**src/design/luma_filter_pkg.sv**
```systemverilog
// package: register map, field positions and constants of the luma filter
package luma_filter_pkg;
    // ========================================
    // register offsets
    localparam logic [7:0] ADDR_HD_MODE = 8'h15;
    localparam logic [7:0] ADDR_SHARP_GAIN = 8'h20;
    localparam logic [7:0] ADDR_ADAPT_GAIN1 = 8'h38;
    localparam logic [7:0] ADDR_ADAPT_GAIN2 = 8'h39;
    localparam logic [7:0] ADDR_ADAPT_GAIN3 = 8'h3A;
    localparam logic [7:0] ADDR_ADAPT_THR_A = 8'h3B;
    localparam logic [7:0] ADDR_ADAPT_THR_B = 8'h3C;
    localparam logic [7:0] ADDR_ADAPT_THR_C = 8'h3D;
    localparam logic [7:0] ADDR_EDGE_CTRL = 8'h42;
    localparam logic [7:0] ADDR_CORING_GAIN = 8'h63;
    localparam logic [7:0] ADDR_NOISE_SETUP = 8'h64;
    localparam logic [7:0] ADDR_NOISE_MODE = 8'h65;
    localparam logic [7:0] ADDR_FIFO_LEVEL = 8'h7E;
    // ========================================
    // field positions
    localparam int HD_ADAPT_EN_BIT = 7;
    localparam int HD_ADAPT_MODE_BIT = 6;
    localparam int HD_SHARP_EN_BIT = 5;
    localparam int EDGE_EN_BIT = 7;
    localparam int BLOCK16_BIT = 7;
    localparam int BORDER4_BIT = 6;
    localparam int CORE_MODE_BIT = 4;
    localparam int BLOCK_OFFSET_LSB = 4;
    // ========================================
    // reset values and fixed numbers
    localparam logic [7:0] REG_RESET = 8'h00;
    localparam logic [3:0] GAIN_A_FIXED = 4'h1;
    localparam logic [3:0] GAIN_SAT_CODE = 4'h8;
    localparam logic [7:0] STEP_LIMIT = 8'h40;
    localparam logic [7:0] BLACK_LEVEL = 8'h10;
    localparam logic [7:0] FIRST_EDGE_MAX = 8'h1F;
    localparam logic [15:0] LINE_LEN_RESET = 16'h02D0;
    localparam int LUMA_WIDTH = 8;
    localparam int WORD_WIDTH = 2 * LUMA_WIDTH + 3;
    localparam int FIFO_DEPTH = 16;
endpackage : luma_filter_pkg

```
**src/design/luma_noise_reduction_edge_filter.sv**
```systemverilog
// luma enhancement datapath with input fifo and register file
`timescale 1ns/1ns
`default_nettype none

// ========================================
// fifo of flip-flops with valid and ready on both sides
module pixel_fifo #(
    parameter int WIDTH = 19,
    parameter int DEPTH = 16
) (
    input wire logic clock,
    input wire logic srst,
    input wire logic in_valid,
    output logic in_ready,
    input wire logic [WIDTH-1:0] in_data,
    output logic out_valid,
    input wire logic out_ready,
    output logic [WIDTH-1:0] out_data,
    output logic [$clog2(DEPTH):0] level
);
    localparam int AW = $clog2(DEPTH);
    logic [WIDTH-1:0] mem [DEPTH];
    logic [AW-1:0] wr_ptr;
    logic [AW-1:0] rd_ptr;
    logic push;
    logic pop;
    logic [AW:0] next_level;

    assign push = in_valid && in_ready;
    assign pop = out_valid && out_ready;
    assign out_valid = level != '0;
    assign out_data = mem[rd_ptr];
    assign next_level = level + (AW + 1)'(push) - (AW + 1)'(pop);

    always_ff @(posedge clock) begin
        if (push) begin
            mem[wr_ptr] <= in_data;
        end
    end

    always_ff @(posedge clock) begin
        if (srst) begin
            wr_ptr <= '0;
            rd_ptr <= '0;
            level <= '0;
            in_ready <= 1'b0;
        end else begin
            if (push) begin
                wr_ptr <= wr_ptr + 1'b1;
            end
            if (pop) begin
                rd_ptr <= rd_ptr + 1'b1;
            end
            level <= next_level;
            in_ready <= next_level != (AW + 1)'(DEPTH);
        end
    end
endmodule : pixel_fifo

// ========================================
// top: register file, block noise coring, hd shaping, edge control
module luma_noise_reduction_edge_filter
    import luma_filter_pkg::*;
#(
    parameter int DEPTH = luma_filter_pkg::FIFO_DEPTH
) (
    input wire logic clock,
    input wire logic srst,
    input wire logic sd_mode,
    input wire logic reg_write,
    input wire logic reg_read,
    input wire logic [7:0] reg_addr,
    input wire logic [7:0] reg_wdata,
    output logic [7:0] reg_rdata,
    input wire logic pix_valid,
    output logic pix_ready,
    input wire logic [7:0] pix_luma,
    input wire logic [7:0] pix_chroma,
    input wire logic pix_line_start,
    input wire logic pix_line_end,
    input wire logic pix_field_start,
    output logic out_valid,
    input wire logic out_ready,
    output logic [7:0] out_luma,
    output logic [7:0] out_chroma,
    output logic out_line_start,
    output logic out_line_end
);
    import luma_filter_pkg::*;

    // ========================================
    // register file
    logic [7:0] hd_mode, sharp_gain, gain1, gain2, gain3;
    logic [7:0] thr_a, thr_b, thr_c, edge_ctrl;
    logic [7:0] coring_gain, noise_setup, noise_mode;
    logic [$clog2(DEPTH):0] fifo_level;

    always_ff @(posedge clock) begin
        if (srst) begin
            hd_mode <= REG_RESET;
            sharp_gain <= REG_RESET;
            gain1 <= REG_RESET;
            gain2 <= REG_RESET;
            gain3 <= REG_RESET;
            thr_a <= REG_RESET;
            thr_b <= REG_RESET;
            thr_c <= REG_RESET;
            edge_ctrl <= REG_RESET;
            coring_gain <= REG_RESET;
            noise_setup <= REG_RESET;
            noise_mode <= REG_RESET;
        end else if (reg_write) begin
            case (reg_addr)
                ADDR_HD_MODE: hd_mode <= reg_wdata;
                ADDR_SHARP_GAIN: sharp_gain <= reg_wdata;
                ADDR_ADAPT_GAIN1: gain1 <= reg_wdata;
                ADDR_ADAPT_GAIN2: gain2 <= reg_wdata;
                ADDR_ADAPT_GAIN3: gain3 <= reg_wdata;
                ADDR_ADAPT_THR_A: thr_a <= reg_wdata;
                ADDR_ADAPT_THR_B: thr_b <= reg_wdata;
                ADDR_ADAPT_THR_C: thr_c <= reg_wdata;
                ADDR_EDGE_CTRL: edge_ctrl <= reg_wdata;
                ADDR_CORING_GAIN: coring_gain <= reg_wdata;
                ADDR_NOISE_SETUP: noise_setup <= reg_wdata;
                ADDR_NOISE_MODE: noise_mode <= reg_wdata;
                default: ;
            endcase
        end
    end

    always_ff @(posedge clock) begin
        if (srst) begin
            reg_rdata <= 8'h00;
        end else if (reg_read) begin
            case (reg_addr)
                ADDR_HD_MODE: reg_rdata <= hd_mode;
                ADDR_SHARP_GAIN: reg_rdata <= sharp_gain;
                ADDR_ADAPT_GAIN1: reg_rdata <= gain1;
                ADDR_ADAPT_GAIN2: reg_rdata <= gain2;
                ADDR_ADAPT_GAIN3: reg_rdata <= gain3;
                ADDR_ADAPT_THR_A: reg_rdata <= thr_a;
                ADDR_ADAPT_THR_B: reg_rdata <= thr_b;
                ADDR_ADAPT_THR_C: reg_rdata <= thr_c;
                ADDR_EDGE_CTRL: reg_rdata <= edge_ctrl;
                ADDR_CORING_GAIN: reg_rdata <= coring_gain;
                ADDR_NOISE_SETUP: reg_rdata <= noise_setup;
                ADDR_NOISE_MODE: reg_rdata <= noise_mode;
                ADDR_FIFO_LEVEL: reg_rdata <= 8'(fifo_level);
                default: reg_rdata <= 8'h00;
            endcase
        end
    end

    // ========================================
    // input fifo
    logic f_valid, take;
    logic [WORD_WIDTH-1:0] f_word;
    logic [7:0] x, f_chroma;
    logic f_ls, f_le, f_fs;

    pixel_fifo #(.WIDTH(WORD_WIDTH), .DEPTH(DEPTH)) u_fifo (
        .clock(clock),
        .srst(srst),
        .in_valid(pix_valid),
        .in_ready(pix_ready),
        .in_data({pix_field_start, pix_line_start, pix_line_end,
                  pix_chroma, pix_luma}),
        .out_valid(f_valid),
        .out_ready(take),
        .out_data(f_word),
        .level(fifo_level)
    );

    assign take = f_valid && (!out_valid || out_ready);
    assign {f_fs, f_ls, f_le, f_chroma, x} = f_word;

    // ========================================
    // position counters
    logic [15:0] pix_cnt, cur_idx, line_len;
    logic [15:0] row_cnt, cur_row;
    logic [7:0] hist [8];
    logic [7:0] last_luma;

    assign cur_idx = f_ls ? 16'h0000 : pix_cnt;
    assign cur_row = f_fs ? 16'h0000 : (f_ls ? row_cnt + 16'h0001 : row_cnt);

    always_ff @(posedge clock) begin
        if (srst) begin
            pix_cnt <= 16'h0000;
            row_cnt <= 16'h0000;
            line_len <= LINE_LEN_RESET;
        end else if (take) begin
            pix_cnt <= cur_idx + 16'h0001;
            row_cnt <= cur_row;
            if (f_le) begin
                line_len <= cur_idx + 16'h0001;
            end
        end
    end

    always_ff @(posedge clock) begin
        if (srst) begin
            for (int i = 0; i < 8; i++) begin
                hist[i] <= 8'h00;
            end
        end else if (take) begin
            hist[0] <= x;
            for (int i = 1; i < 8; i++) begin
                hist[i] <= hist[i-1];
            end
        end
    end

    // ========================================
    // block noise coring (standard definition)
    logic core_sharpen, border4, block16, in_border;
    logic [3:0] blk_off, hpos, vpos, mask, code, csat;
    logic [2:0] half;
    logic [4:0] bsize, g16;
    logic signed [9:0] sd_diff, hp, mag;
    logic signed [15:0] sd_prod;
    logic signed [11:0] sd_y;
    logic [5:0] thr;
    logic is_noise, is_detail;

    assign core_sharpen = noise_mode[CORE_MODE_BIT];
    assign blk_off = noise_mode[BLOCK_OFFSET_LSB +: 4];
    assign border4 = noise_setup[BORDER4_BIT];
    assign block16 = noise_setup[BLOCK16_BIT];
    assign thr = noise_setup[5:0];
    assign mask = block16 ? 4'hF : 4'h7;
    assign bsize = block16 ? 5'h10 : 5'h08;
    assign half = border4 ? 3'h2 : 3'h1;
    assign hpos = (cur_idx[3:0] + blk_off) & mask;
    assign vpos = cur_row[3:0] & mask;
    assign in_border = ({1'b0, hpos} < 5'(half))
        || ({1'b0, hpos} >= bsize - 5'(half))
        || ({1'b0, vpos} < 5'(half))
        || ({1'b0, vpos} >= bsize - 5'(half));
    assign code = in_border ? coring_gain[3:0] : coring_gain[7:4];
    assign csat = (code > GAIN_SAT_CODE) ? GAIN_SAT_CODE : code;
    assign g16 = core_sharpen ? {1'b0, csat} : {csat, 1'b0};

    assign sd_diff = $signed({2'b00, x})
        - $signed({2'b00, hist[noise_mode[2:0]]});
    assign hp = sd_diff >>> 1;
    assign mag = hp[9] ? -hp : hp;
    assign is_noise = mag < $signed({4'h0, thr});
    assign is_detail = mag > $signed({4'h0, thr});
    assign sd_prod = 16'(hp * $signed({1'b0, g16}));

    always_comb begin
        sd_y = $signed({4'h0, x});
        if (!core_sharpen && is_noise) begin
            sd_y = sd_y - 12'(sd_prod >>> 4);
        end else if (core_sharpen && is_detail) begin
            sd_y = sd_y + 12'(sd_prod >>> 4);
        end
    end

    // ========================================
    // sharpness and adaptive shaping (high definition)
    logic sharp_en, adapt_en, adapt_cascade;
    logic [9:0] lpf_sum;
    logic signed [9:0] hp_a, hp_b, deriv;
    logic [7:0] gset;
    logic signed [3:0] g_a, g_b;
    logic signed [15:0] hd_term;
    logic signed [11:0] hd_y;

    assign sharp_en = hd_mode[HD_SHARP_EN_BIT];
    assign adapt_en = hd_mode[HD_ADAPT_EN_BIT];
    assign adapt_cascade = hd_mode[HD_ADAPT_MODE_BIT];
    assign lpf_sum = {2'b00, x} + {1'b0, hist[0], 1'b0} + {2'b00, hist[1]};
    assign hp_b = $signed({2'b00, hist[0]}) - $signed({2'b00, lpf_sum[9:2]});
    assign hp_a = ($signed({2'b00, x}) - $signed({2'b00, hist[1]})) >>> 1;
    assign deriv = $signed({2'b00, x}) - $signed({2'b00, hist[0]});

    always_comb begin
        gset = sharp_gain;
        if (adapt_en) begin
            if ((deriv[9] ? -deriv : deriv) > $signed({2'b00, thr_a})) begin
                gset = gain3;
            end else if ((deriv[9] ? -deriv : deriv)
                    > $signed({2'b00, thr_b})) begin
                gset = gain2;
            end else if ((deriv[9] ? -deriv : deriv)
                    > $signed({2'b00, thr_c})) begin
                gset = gain1;
            end
        end
    end

    always_comb begin
        g_a = $signed(gset[3:0]);
        g_b = $signed(gset[7:4]);
        hd_term = 16'(hp_a * g_a) + 16'(hp_b * g_b);
        if (adapt_en && !adapt_cascade) begin
            g_a = $signed(GAIN_A_FIXED);
            hd_term = 16'(hp_b * g_b);
        end
        hd_y = $signed({4'h0, x});
        if (sharp_en) begin
            hd_y = hd_y + 12'(hd_term >>> 3);
        end
    end

    // ========================================
    // active video edge scaling and step limiting
    logic [7:0] y_clip, y_scaled, y_final, prev_ref;
    logic [15:0] from_end;
    logic at_first, at_last, edge_on;
    logic [1:0] edge_k;
    logic signed [9:0] step;

    assign y_clip = (sd_mode ? sd_y : hd_y) < 0 ? 8'h00
        : ((sd_mode ? sd_y : hd_y) > 12'sd255 ? 8'hFF
        : 8'(sd_mode ? sd_y : hd_y));
    assign from_end = line_len - 16'h0001 - cur_idx;
    assign at_first = cur_idx < 16'h0003;
    assign at_last = (cur_idx < line_len) && (from_end < 16'h0003);
    assign edge_on = sd_mode && edge_ctrl[EDGE_EN_BIT]
        && (at_first || at_last);
    assign edge_k = at_first ? cur_idx[1:0] : from_end[1:0];
    assign prev_ref = f_ls ? BLACK_LEVEL : last_luma;

    always_comb begin
        y_scaled = y_clip;
        case (edge_k)
            2'h0: y_scaled = y_clip >> 3;
            2'h1: y_scaled = y_clip >> 1;
            2'h2: y_scaled = y_clip - (y_clip >> 3);
            default: y_scaled = y_clip;
        endcase
        step = $signed({2'b00, y_scaled}) - $signed({2'b00, prev_ref});
        y_final = y_clip;
        if (edge_on) begin
            y_final = y_scaled;
            if (step > $signed({2'b00, STEP_LIMIT})) begin
                y_final = prev_ref + STEP_LIMIT;
            end else if (step < -$signed({2'b00, STEP_LIMIT})) begin
                y_final = prev_ref - STEP_LIMIT;
            end
        end
    end

    // ========================================
    // output stage
    always_ff @(posedge clock) begin
        if (srst) begin
            out_valid <= 1'b0;
        end else if (take) begin
            out_valid <= 1'b1;
        end else if (out_ready) begin
            out_valid <= 1'b0;
        end
    end

    always_ff @(posedge clock) begin
        if (srst) begin
            out_luma <= 8'h00;
            out_chroma <= 8'h00;
            out_line_start <= 1'b0;
            out_line_end <= 1'b0;
            last_luma <= BLACK_LEVEL;
        end else if (take) begin
            out_luma <= y_final;
            out_chroma <= f_chroma;
            out_line_start <= f_ls;
            out_line_end <= f_le;
            last_luma <= y_final;
        end
    end
endmodule : luma_noise_reduction_edge_filter

`default_nettype wire

```
**config.mk**
```make
export PLATFORM = sky130hd
export DESIGN_NAME = luma_noise_reduction_edge_filter
export DESIGN_NICKNAME = d
export VERILOG_FILES = /design/src/design/luma_filter_pkg.sv /design/src/design/luma_noise_reduction_edge_filter.sv
export SDC_FILE = /design/constraint.sdc
export NUM_CORES = 1
export LEC_CHECK = 0
export BUFFER_PORTS_ARGS = -buffer_cell sky130_fd_sc_hd__buf_2
export CORE_UTILIZATION = 46
export CTS_CLUSTER_SIZE = 14
export DETAILED_ROUTE_END_ITERATION = 12
export GPL_ROUTABILITY_DRIVEN = 0
export PLACE_DENSITY_LB_ADDON = 0.05
export SYNTH_ARGS = -nofsm -noshare
export SYNTH_HDL_FRONTEND = slang
export SYNTH_SLANG_ARGS = --single-unit
```
**constraint.sdc**
```tcl
create_clock -name clock -period 33 [get_ports clock]
set_input_delay 8.25 -clock clock [delete_from_list [all_inputs] [get_ports clock]]
set_output_delay 8.25 -clock clock [all_outputs]
set_load 0.005 [all_outputs]
```
==> Word-level counts from Yosys, hierarchy flattened <==
Memories as Yosys holds them, arrays and structs flattened. A register that Yosys moved wholly into a read port is not among the register bits.
Index checks and enable logic that the tools add are counted.
{ "op_classes": {"n_reduce_logical": 35, "n_bitwise": 10, "addsub": 26, "n_eq_ne": 16, "n_shift": 0, "muxes": 51, "div": 0, "n_mul": 3, "order_cmp": 17} }
{ "ops": {"columns": ["cell", "count"], "rows": [
  ["$mux W8", 18],
  ["$pmux W8 S13", 1],
  ["$eq A8 B6 Y1 const B", 7],
  ["$mux W12", 4],
  ["$mux W16", 3],
  ["$sub A8 B8 Y9", 5],
  ["$eq A8 B7 Y1 const B", 5],
  ["$add A16 B1 Y16 const B", 2],
  ["$lt A16 B2 Y1 const B", 2],
  ["$lt A32 B1 Y1 const B", 1],
  ["$mux W32", 1],
  ["$gt A10 B9 Y1", 3],
  ["$reduce_and A2 Y1", 14],
  ["$pmux W8 S3", 1],
  ["$mux W10", 2],
  ["$mux W4", 5],
  ["$lt A16 B16 Y1", 1],
  ["$sub A16 B1 Y16 const B", 1],
  ["$sub A16 B16 Y16", 1],
  ["$mux W15", 1],
  ["$add A12 B13 Y14", 1],
  ["$mul A8 B6 Y14", 1],
  ["$mul A9 B4 Y13", 1],
  ["$add A9 B12 Y12", 1],
  ["other kinds (39)", 76]
]} }
{ "totals": {"out_inout_bits": 28, "mem_bits_rw": 368, "reg_bits": 193, "latch_bits": 0, "input_bits": 42, "rom_bits": 0, "mem_count": 2, "elab_cells": 187} }
{ "memory_table": {"columns": ["memory", "words", "width", "read_ports", "rd_clocked_by_memory_dff", "write_ports", "line_no", "source"], "rows": [
  ["u_fifo.mem", 16, 19, 1, 1, 1, "luma_noise_reduction_edge_filter.sv:22", "logic [WIDTH-1:0] mem [DEPTH];"],
  ["hist", 8, 8, 8, 1, 8, "luma_noise_reduction_edge_filter.sv:181", "logic [7:0] hist [8];"]
]} }

==> Depth between registers and ports, before layout <==
Gate-level depths: netlist (run 1).
{ "depth": {"word_depth": 26, "depth_mapped": 83} }

==> By module <==
Synthesis (run 1) repeated with hierarchy kept, for this count alone.
{ "unflattened": {"hier_cells": 3178, "hier_area_um2": 33881.2} }
{ "modules_own_cells": {"columns": ["module", "instances", "cells_per_inst", "area_each_um2"], "rows": [
  ["luma_noise_reduction_edge_filter", 1, 2611, 21598.2],
  ["pixel_fifo", 1, 567, 12283.0]
]} }

==> Worst setup path before layout (run 1) <==
No wires, ideal clock.
{ "synth_timing": {"path_type": "register to register", "from": "reg (tool-made name)", "to": "reg out_luma[5]", "path_stages_with_launch": 75, "setup_slack_ns": 15.211, "required_time_ns": 32.866, "path_buffers": 8, "period_less_slack_ns": 17.789, "arrival_ns": 17.655, "cell_sequence": "dfxtp_1 > buf_2 > clkbuf_1 > clkbuf_1 > clkbuf_1 > clkbuf_1 > mux4_2 > mux4_2 > ha_1 > o21a_1 > o2bb2ai_1 > o21ai_0 > xor2_1 > ha_1 > nand4_1 > o21ai_0 > and2_1 > clkbuf_1 > (+39 left out) > or3b_1 > mux2_1 > o21ai_1 > nand2_1 > ha_1 > a21boi_0 > o21ai_0 > nand2b_1 > a21o_1 > a21oi_1 > xnor2_1 > a21oi_1 > nor2_1 > or2_2 > buf_1 > nor3_1 > o21a_1 > a211oi_1"} }
{ "synth_rtl": {"columns": ["item", "line_no", "source"], "rows": [
  ["end signal: assignment", "luma_noise_reduction_edge_filter.sv:367", "out_luma <= y_final;"],
  ["end: declaration", "luma_noise_reduction_edge_filter.sv:84", "output logic [7:0] out_luma,"]
]} }

==> results of run 1 <==
[logic make-up (layout without fill, tap and decap cells)]
logic type | after synthesis | in the layout | share of synthesized area, %
AND/OR/NAND/NOR | 911 | 911 | 12.9
AO/OA/AOI/OAI | 630 | 630 | 12.1
flip-flops | 549 | 549 | 43.2
buffers and inverters | 407 | 493 | 4.65
adder cells (fa/ha/maj) | 321 | 321 | 13.9
multiplexers | 199 | 199 | 9.98
XOR/XNOR | 123 | 123 | 3.17
other | 0 | 1 | 0
[flip-flops by register name (all words and copies together) (netlist names), 8 cells and up, named ones only]
register,count
u_fifo.mem,304
hist,64
line_len,16
pix_cnt,16
coring_gain,8
edge_ctrl,8
gain1,8
gain2,8
gain3,8
hd_mode,8
noise_mode,8
noise_setup,8
out_chroma,8
out_luma,8
reg_rdata,8
sharp_gain,8
thr_a,8
thr_b,8
thr_c,8
[per-stage QoR]
stage / worst slack (ps) / hold slack, ps / util (%)
floorplan: 15210 / 432 / -
global placement: 13990 / 440 / 48.4
detailed placement: 13490 / 444 / 48.4
CTS: 13380 / 452 / 51.1
global route: 11690 / 469 / 51.1
finish: 13420 / 451 / 51.1
[worst register-to-register path, delay by kind of cell, from the launching register on]
kind                       cells  cell delay [ps]
AOI/OAI and AO/OA             24             5650
adders and majority gates     12             4880
and+or+nand+nor               17             3570
muxes                          5             2080
xor gates and xnor gates       5             1350
buffers and inverters          5             1160
DFF                            1              690
[worst paths after layout]
| check | cells after the start | to | slack, ps |
|---|---|---|---|
| setup / recovery | 68 | out_luma[5] | 13420 |
| hold / removal | 2 | out_chroma[3] | 450 |
| setup reg to reg | 68 | out_luma[5] | 13420 |
| hold reg to reg | 2 | out_chroma[3] | 450 |
[metal layers]
metal	up-vias	track usage, %	share of wire (%)
met4	4	5.62	1.9
met1	12400	33.3	44
met5	-	0	0.028
met2	581	43.9	50
li1	11500	-	-
met3	100	2.64	4.5
[layout make-up]
class                           instances  area [um2]  area share [%]
Multi-Input combinational cell       2184       17800            47.7
Sequential cell                       549       14700            39.4
Clock buffer                           73        1590            4.27
Tap cell                              959        1200            3.22
Inverter                              263         987            2.65
Timing Repair Buffer                  114         689            1.85
Clock inverter                         43         332           0.890
Antenna cell                            1        2.50         0.00672
[cell usage in the layout (no fill, tap or decap), types with 15 or more instances in the layout]
cell type / instances
edfxtp_1: 368
nand2_1: 270
inv_1: 261
a21oi_1: 246
ha_1: 228
nor2_1: 215
dfxtp_1: 178
mux4_2: 110
nand3_1: 98
fa_1: 93
xnor2_1: 77
mux2i_1: 76
o21ai_0: 73
buf_2: 68
clkbuf_16: 62
nor2b_1: 55
nor3_1: 47
xor2_1: 46
and3_1: 45
buf_4: 45
a21o_1: 42
nand2b_1: 39
o21bai_1: 28
and2_1: 26
a211oi_1: 25
o21a_1: 18
a31oi_1: 17
a22o_1: 15
nand4_1: 15
==> impl_metrics.csv, run 1 <==
group,metric,value,unit
status,status,"complete, no violations",
cells_and_area,nFillCells,6543,
placement,placed_cell_area,0.0353,mm2
clock_tree,clk_pin_slew,60,ps
timing,hold_viol,0,
die,die-height,274,um
setup_path,cpMostUsedCell,"ha_1",
yosys,yosysMostFrequentCell,"edfxtp_1",
yosys,post-synth-top-area-fraction,32.6,%
timing,rsz0062_at_grt,"false",
cells_and_area,area_growth,9.79,%
detailed_routing,drt_iter0_drc,1889,
yosys,syn_inst,3140,
cells_and_area,final_area,0.0373,mm2
clock_tree,insertion_delay,660,ps
cells_and_area,fin_cells,4186,
detailed_routing,antenna_left,0,
die,die_w,274,um
yosys,syn_nets,3503,
placement,dp_hpwl,64.8,mm
detailed_routing,drc,0,
clock_tree,cts_tree,"yes",
setup_path,crit_path_start_kind,"register",
yosys,synth_edf_count,368,
clock_tree,cts_setup_buffers,0,
yosys,synth_cell_type_count,97,
clock_tree,hold_buffers,0,
setup_path,worstSetupEndpointType,"register",
clock_tree,clock-sinks,549,
min_path,hold_class,"reg2reg",
setup_path,worstPathBufferInverterCount,5,
setup_path,cp_max_fo,50,
yosys,ys_seq_elements,549,
timing,post-route-min-period,19580,ps
clock_tree,numCtsBuffers,61,
placement,place_inst,4069,
yosys,synth_top_area_cell,"edfxtp_1",
detailed_routing,first_pass_iters,7,
cells_and_area,nNetsFinal,3536,
clock_tree,cts_buffer_depth,3,
die,core,0.0730,mm2
timing,fmax,51.1,MHz
placement,portBuffers,69,
timing,slew-limit-headroom,19.1,%
global_route,grt_overflow_total,0,
die,rows,99,
global_route,grt_max_degree,91,
yosys,synthTopCellsByArea,"edfxtp_1, dfxtp_1, ha_1",
min_path,hold_start,"out_chroma[3]",
global_route,grt_pass1_wl,145,mm
global_route,grt_pass1_vias,24600,
timing,setup_viol,0,
detailed_routing,wl_per_cell,22.1,um
die,die_area,0.0749,mm2
cells_and_area,drive_above_1_share,12.3,%
yosys,async_reset_ff_share,0,%
yosys,yosysWarnings,0,
detailed_routing,drt_wl_total,92.7,mm
timing,skew,74.6,ps
detailed_routing,vias_per_cell,5.85,
flow_run,drv_cap,0,
setup_path,criticalPathCategory,"reg2reg",
detailed_routing,vias,24500,
timing,worstMarginPinSlew,1210,ps
setup_path,cp_slowest_stage_delay,890,ps
yosys,synth_ff_type,"edfxtp_1",
yosys,ys_seq_area_share,43.2,%
die,initial_core_util,46.5,%
yosys,avgSynthCellArea,10.8,um2
clock_tree,cts_resized,0,
setup_path,critPathRequiredTime,33460,ps
clock_tree,cts-root-buf,"clkbuf_16",
setup_path,critical_path.top_delay_family,"compound AO/OA/AOI/OAI gates",
yosys,syn-cell-area,0.0339,mm2
clock_tree,htreeDepth,2,
die,io_pins,70,
global_route,antenna_found_initial,3,
global_route,grtUsageTotal,25.1,%
timing,fin_tns_setup,0,ps
setup_path,cp_slowest_cell,"buf_4",
setup_path,cp.arrival,20040,ps
timing,maxSlewViolCount,0,
yosys,synth_commonest_cells,"edfxtp_1, nand2_1, inv_1, a21oi_1, ha_1",
timing,fin_crit_sh,59.3,%
Power of run 1 is not shown: default switching activity piles up to over one toggle a cycle in this logic, so the estimate is an artifact.
==> inputs of run 2 (changes only) <==
ABC_AREA = 1   (was default)
clock period = 17.3 ns   (was 33 ns; I/O delays follow)
==> run 2 against run 1 <==
Routed wire length grew 5.4%. Global-route usage grew 1.1 points. Clock-buffer cell count up 3. Register-to-register slack lost 12000 ps. First-iteration DRC count grew 4.0%. Synthesized area fell by 0.76%. Core utilization grew 0.64 points. Cell area shrank 0.11%. Critical endpoint is now out_luma[2]. Critical path type unchanged. Critical path depth rose by 17.
==> impl_metrics.csv, run 2 <==
group,metric,value,unit
status,status,"complete, no violations",
yosys,synth_edf_count,368,
die,die_area,0.0743,mm2
timing,maxSlewViolCount,0,
placement,dp_hpwl,68.0,mm
global_route,grt_overflow_total,0,
timing,post-route-min-period,15830,ps
detailed_routing,vias_per_cell,5.42,
clock_tree,cts-root-buf,"clkbuf_16",
die,rows,98,
cells_and_area,largest_reg_flops,304,
cells_and_area,final_cell_mix,"inv_1, nor2_1, nand2_1, o21ai_0, edfxtp_1",
detailed_routing,first_pass_iters,7,
global_route,grtUsageTotal,26.2,%
yosys,synth_cell_type_count,64,
cells_and_area,top_regs,"u_fifo.mem (304), hist (64)",
clock_tree,cts_buffer_depth,3,
cells_and_area,top_register,"u_fifo.mem",
global_route,antenna_found_initial,3,
timing,rsz0062_at_grt,"false",
detailed_routing,drc,0,
placement,pre_cts_ws,916,ps
setup_path,cp_max_fo,47,
clock_tree,numCtsBuffers,61,
yosys,avgSynthCellArea,8.76,um2
timing,skew,44.7,ps
cells_and_area,post-route-util,51.7,%
cells_and_area,nNetsFinal,4252,
yosys,synth_top_area_cell,"edfxtp_1",
setup_path,critPathRequiredTime,17870,ps
placement,placed_cell_area,0.0350,mm2
timing,layout_setup_ws,1470,ps
die,die_w,273,um
timing,slew-limit-headroom,34.4,%
yosys,yosysWarnings,0,
yosys,yosysMostFrequentCell,"inv_1",
die,core,0.0720,mm2
yosys,synth_commonest_cells,"inv_1, nor2_1, nand2_1, o21ai_0, edfxtp_1",
setup_path,worstPathBufferInverterCount,14,
cells_and_area,drive_above_1_share,8.60,%
cells_and_area,multi_input_area,0.0162,mm2
timing,fmax,63.2,MHz
min_path,hold_start,"noise_mode[3]",
yosys,synth_ff_type,"edfxtp_1",
die,io_pins,70,
cells_and_area,final_area,0.0372,mm2
clock_tree,insertion_delay,670,ps
clock_tree,cts_tree,"yes",
detailed_routing,wl_per_cell,20.0,um
setup_path,cp.arrival,16410,ps
yosys,ys_seq_area_share,43.6,%
timing,hold_viol,0,
clock_tree,clk_pin_slew,60,ps
detailed_routing,antenna_left,0,
yosys,syn-cell-area,0.0337,mm2
setup_path,worstSetupEndpointType,"register",
die,initial_core_util,46.8,%
detailed_routing,drt_iter0_drc,1964,
cells_and_area,regArea,0.0147,mm2
global_route,grt_pass1_wl,150,mm
flow_run,drv_cap,0,
placement,portBuffers,69,
yosys,async_reset_ff_share,0,%
clock_tree,htreeDepth,2,
cells_and_area,area_growth,10.5,%
timing,fin_crit_sh,91.5,%
yosys,ys_seq_elements,549,
detailed_routing,drt_wl_total,97.7,mm
timing,worstMarginPinSlew,984,ps
setup_path,crit_path_start_kind,"register",
clock_tree,clock-sinks,549,
global_route,grt_max_degree,94,
setup_path,cp_slowest_stage_delay,560,ps
timing,fin_tns_setup,0,ps
yosys,post-synth-top-area-fraction,32.8,%
setup_path,cp_slowest_cell,"buf_4",
yosys,syn_inst,3845,
detailed_routing,vias,26500,
die,die-height,273,um
yosys,synthTopCellsByArea,"edfxtp_1, dfxtp_1, ha_1",
setup_path,criticalPathCategory,"reg2reg",
yosys,syn_nets,4208,
timing,setup_viol,0,
global_route,grt_pass1_vias,25700,
setup_path,cpMostUsedCell,"nand2_1",
cells_and_area,nFillCells,6858,
min_path,hold_class,"reg2reg",
cells_and_area,layout_commonest_cell,"inv_1",
setup_path,critical_path.top_delay_family,"adder cells",
run 2: cell count changes after synthesis, moves of 53 or more:
cell,before,now
inv_1,262,567
o21ai_0,73,377
nor2_1,227,478
nand2_1,270,457
mux4_2,110,0
mux2i_1,76,0
nor2b_1,55,0
a21oi_1,247,300
run 2: cell families after synthesis:
kind of cell	share of synthesized area (%)
flip-flops	43.6
XOR/XNOR	2.83
buffers and inverters	8.41
adder cells (fa/ha/maj)	14.0
AO/OA/AOI/OAI	15.7
AND/OR/NAND/NOR	15.5
run 2: layout make-up:
| type | count | area share [%] |
|---|---|---|
| Clock inverter | 40 | 1.28 |
| Sequential cell | 549 | 39.4 |
| Antenna cell | 1 | 0.00672 |
| Multi-Input combinational cell | 2569 | 43.6 |
| Tap cell | 950 | 3.19 |
| Timing Repair Buffer | 126 | 2.16 |
| Inverter | 582 | 5.94 |
| Clock buffer | 76 | 4.33 |
run 2: layer usage:
layer  wire, um  share of wire [%]  track usage (%)  vias to the layer above
li1           -                  -                -                    13100
met1      43700                 45             34.7                    12700
met2      47400                 49             45.6                      595
met3       4310                4.4             2.63                      145
met4       2200                2.3             6.80                        4
met5         16              0.016                0                        -
run 2: what timing repair did:
| item | 4_1_cts | 5_1_grt |
|---|---|---|
| setup endpoints to repair | 0 | 9 |
| hold buffers | 0 | 0 |
| resized for setup | 0 | 21 |
| buffers inserted | 0 | 4 |
run 2: path summary, 6_finish.rpt:
check	endpoint	slack, ps	cells past startpoint
worst max-delay path	out_luma[2]	1470	85
worst min-delay path	noise_mode[3]	460	2
worst max register to register	out_luma[2]	1470	85
worst min register to register	noise_mode[3]	460	2
run 2: worst reg2reg max path, delay by kind of cell (launching register included):
kind | cells | cell delay (ps)
AOI/OAI and AO/OA | 24 | 3930
xor gates and xnor gates | 3 | 670
adders and majority gates | 14 | 5430
buffers and inverters | 14 | 1930
DFF | 1 | 350
and+or+nand+nor | 30 | 3450
run 2: stage by stage:
step	hold WS [ps]	cells
6_report	461	4893
5_1_grt	467	4892
2_1_floorplan	430	3845
4_1_cts	457	4888
3_3_place_gp	439	4772
3_5_place_dp	444	4772
Power of run 2 is left out for the same reason.
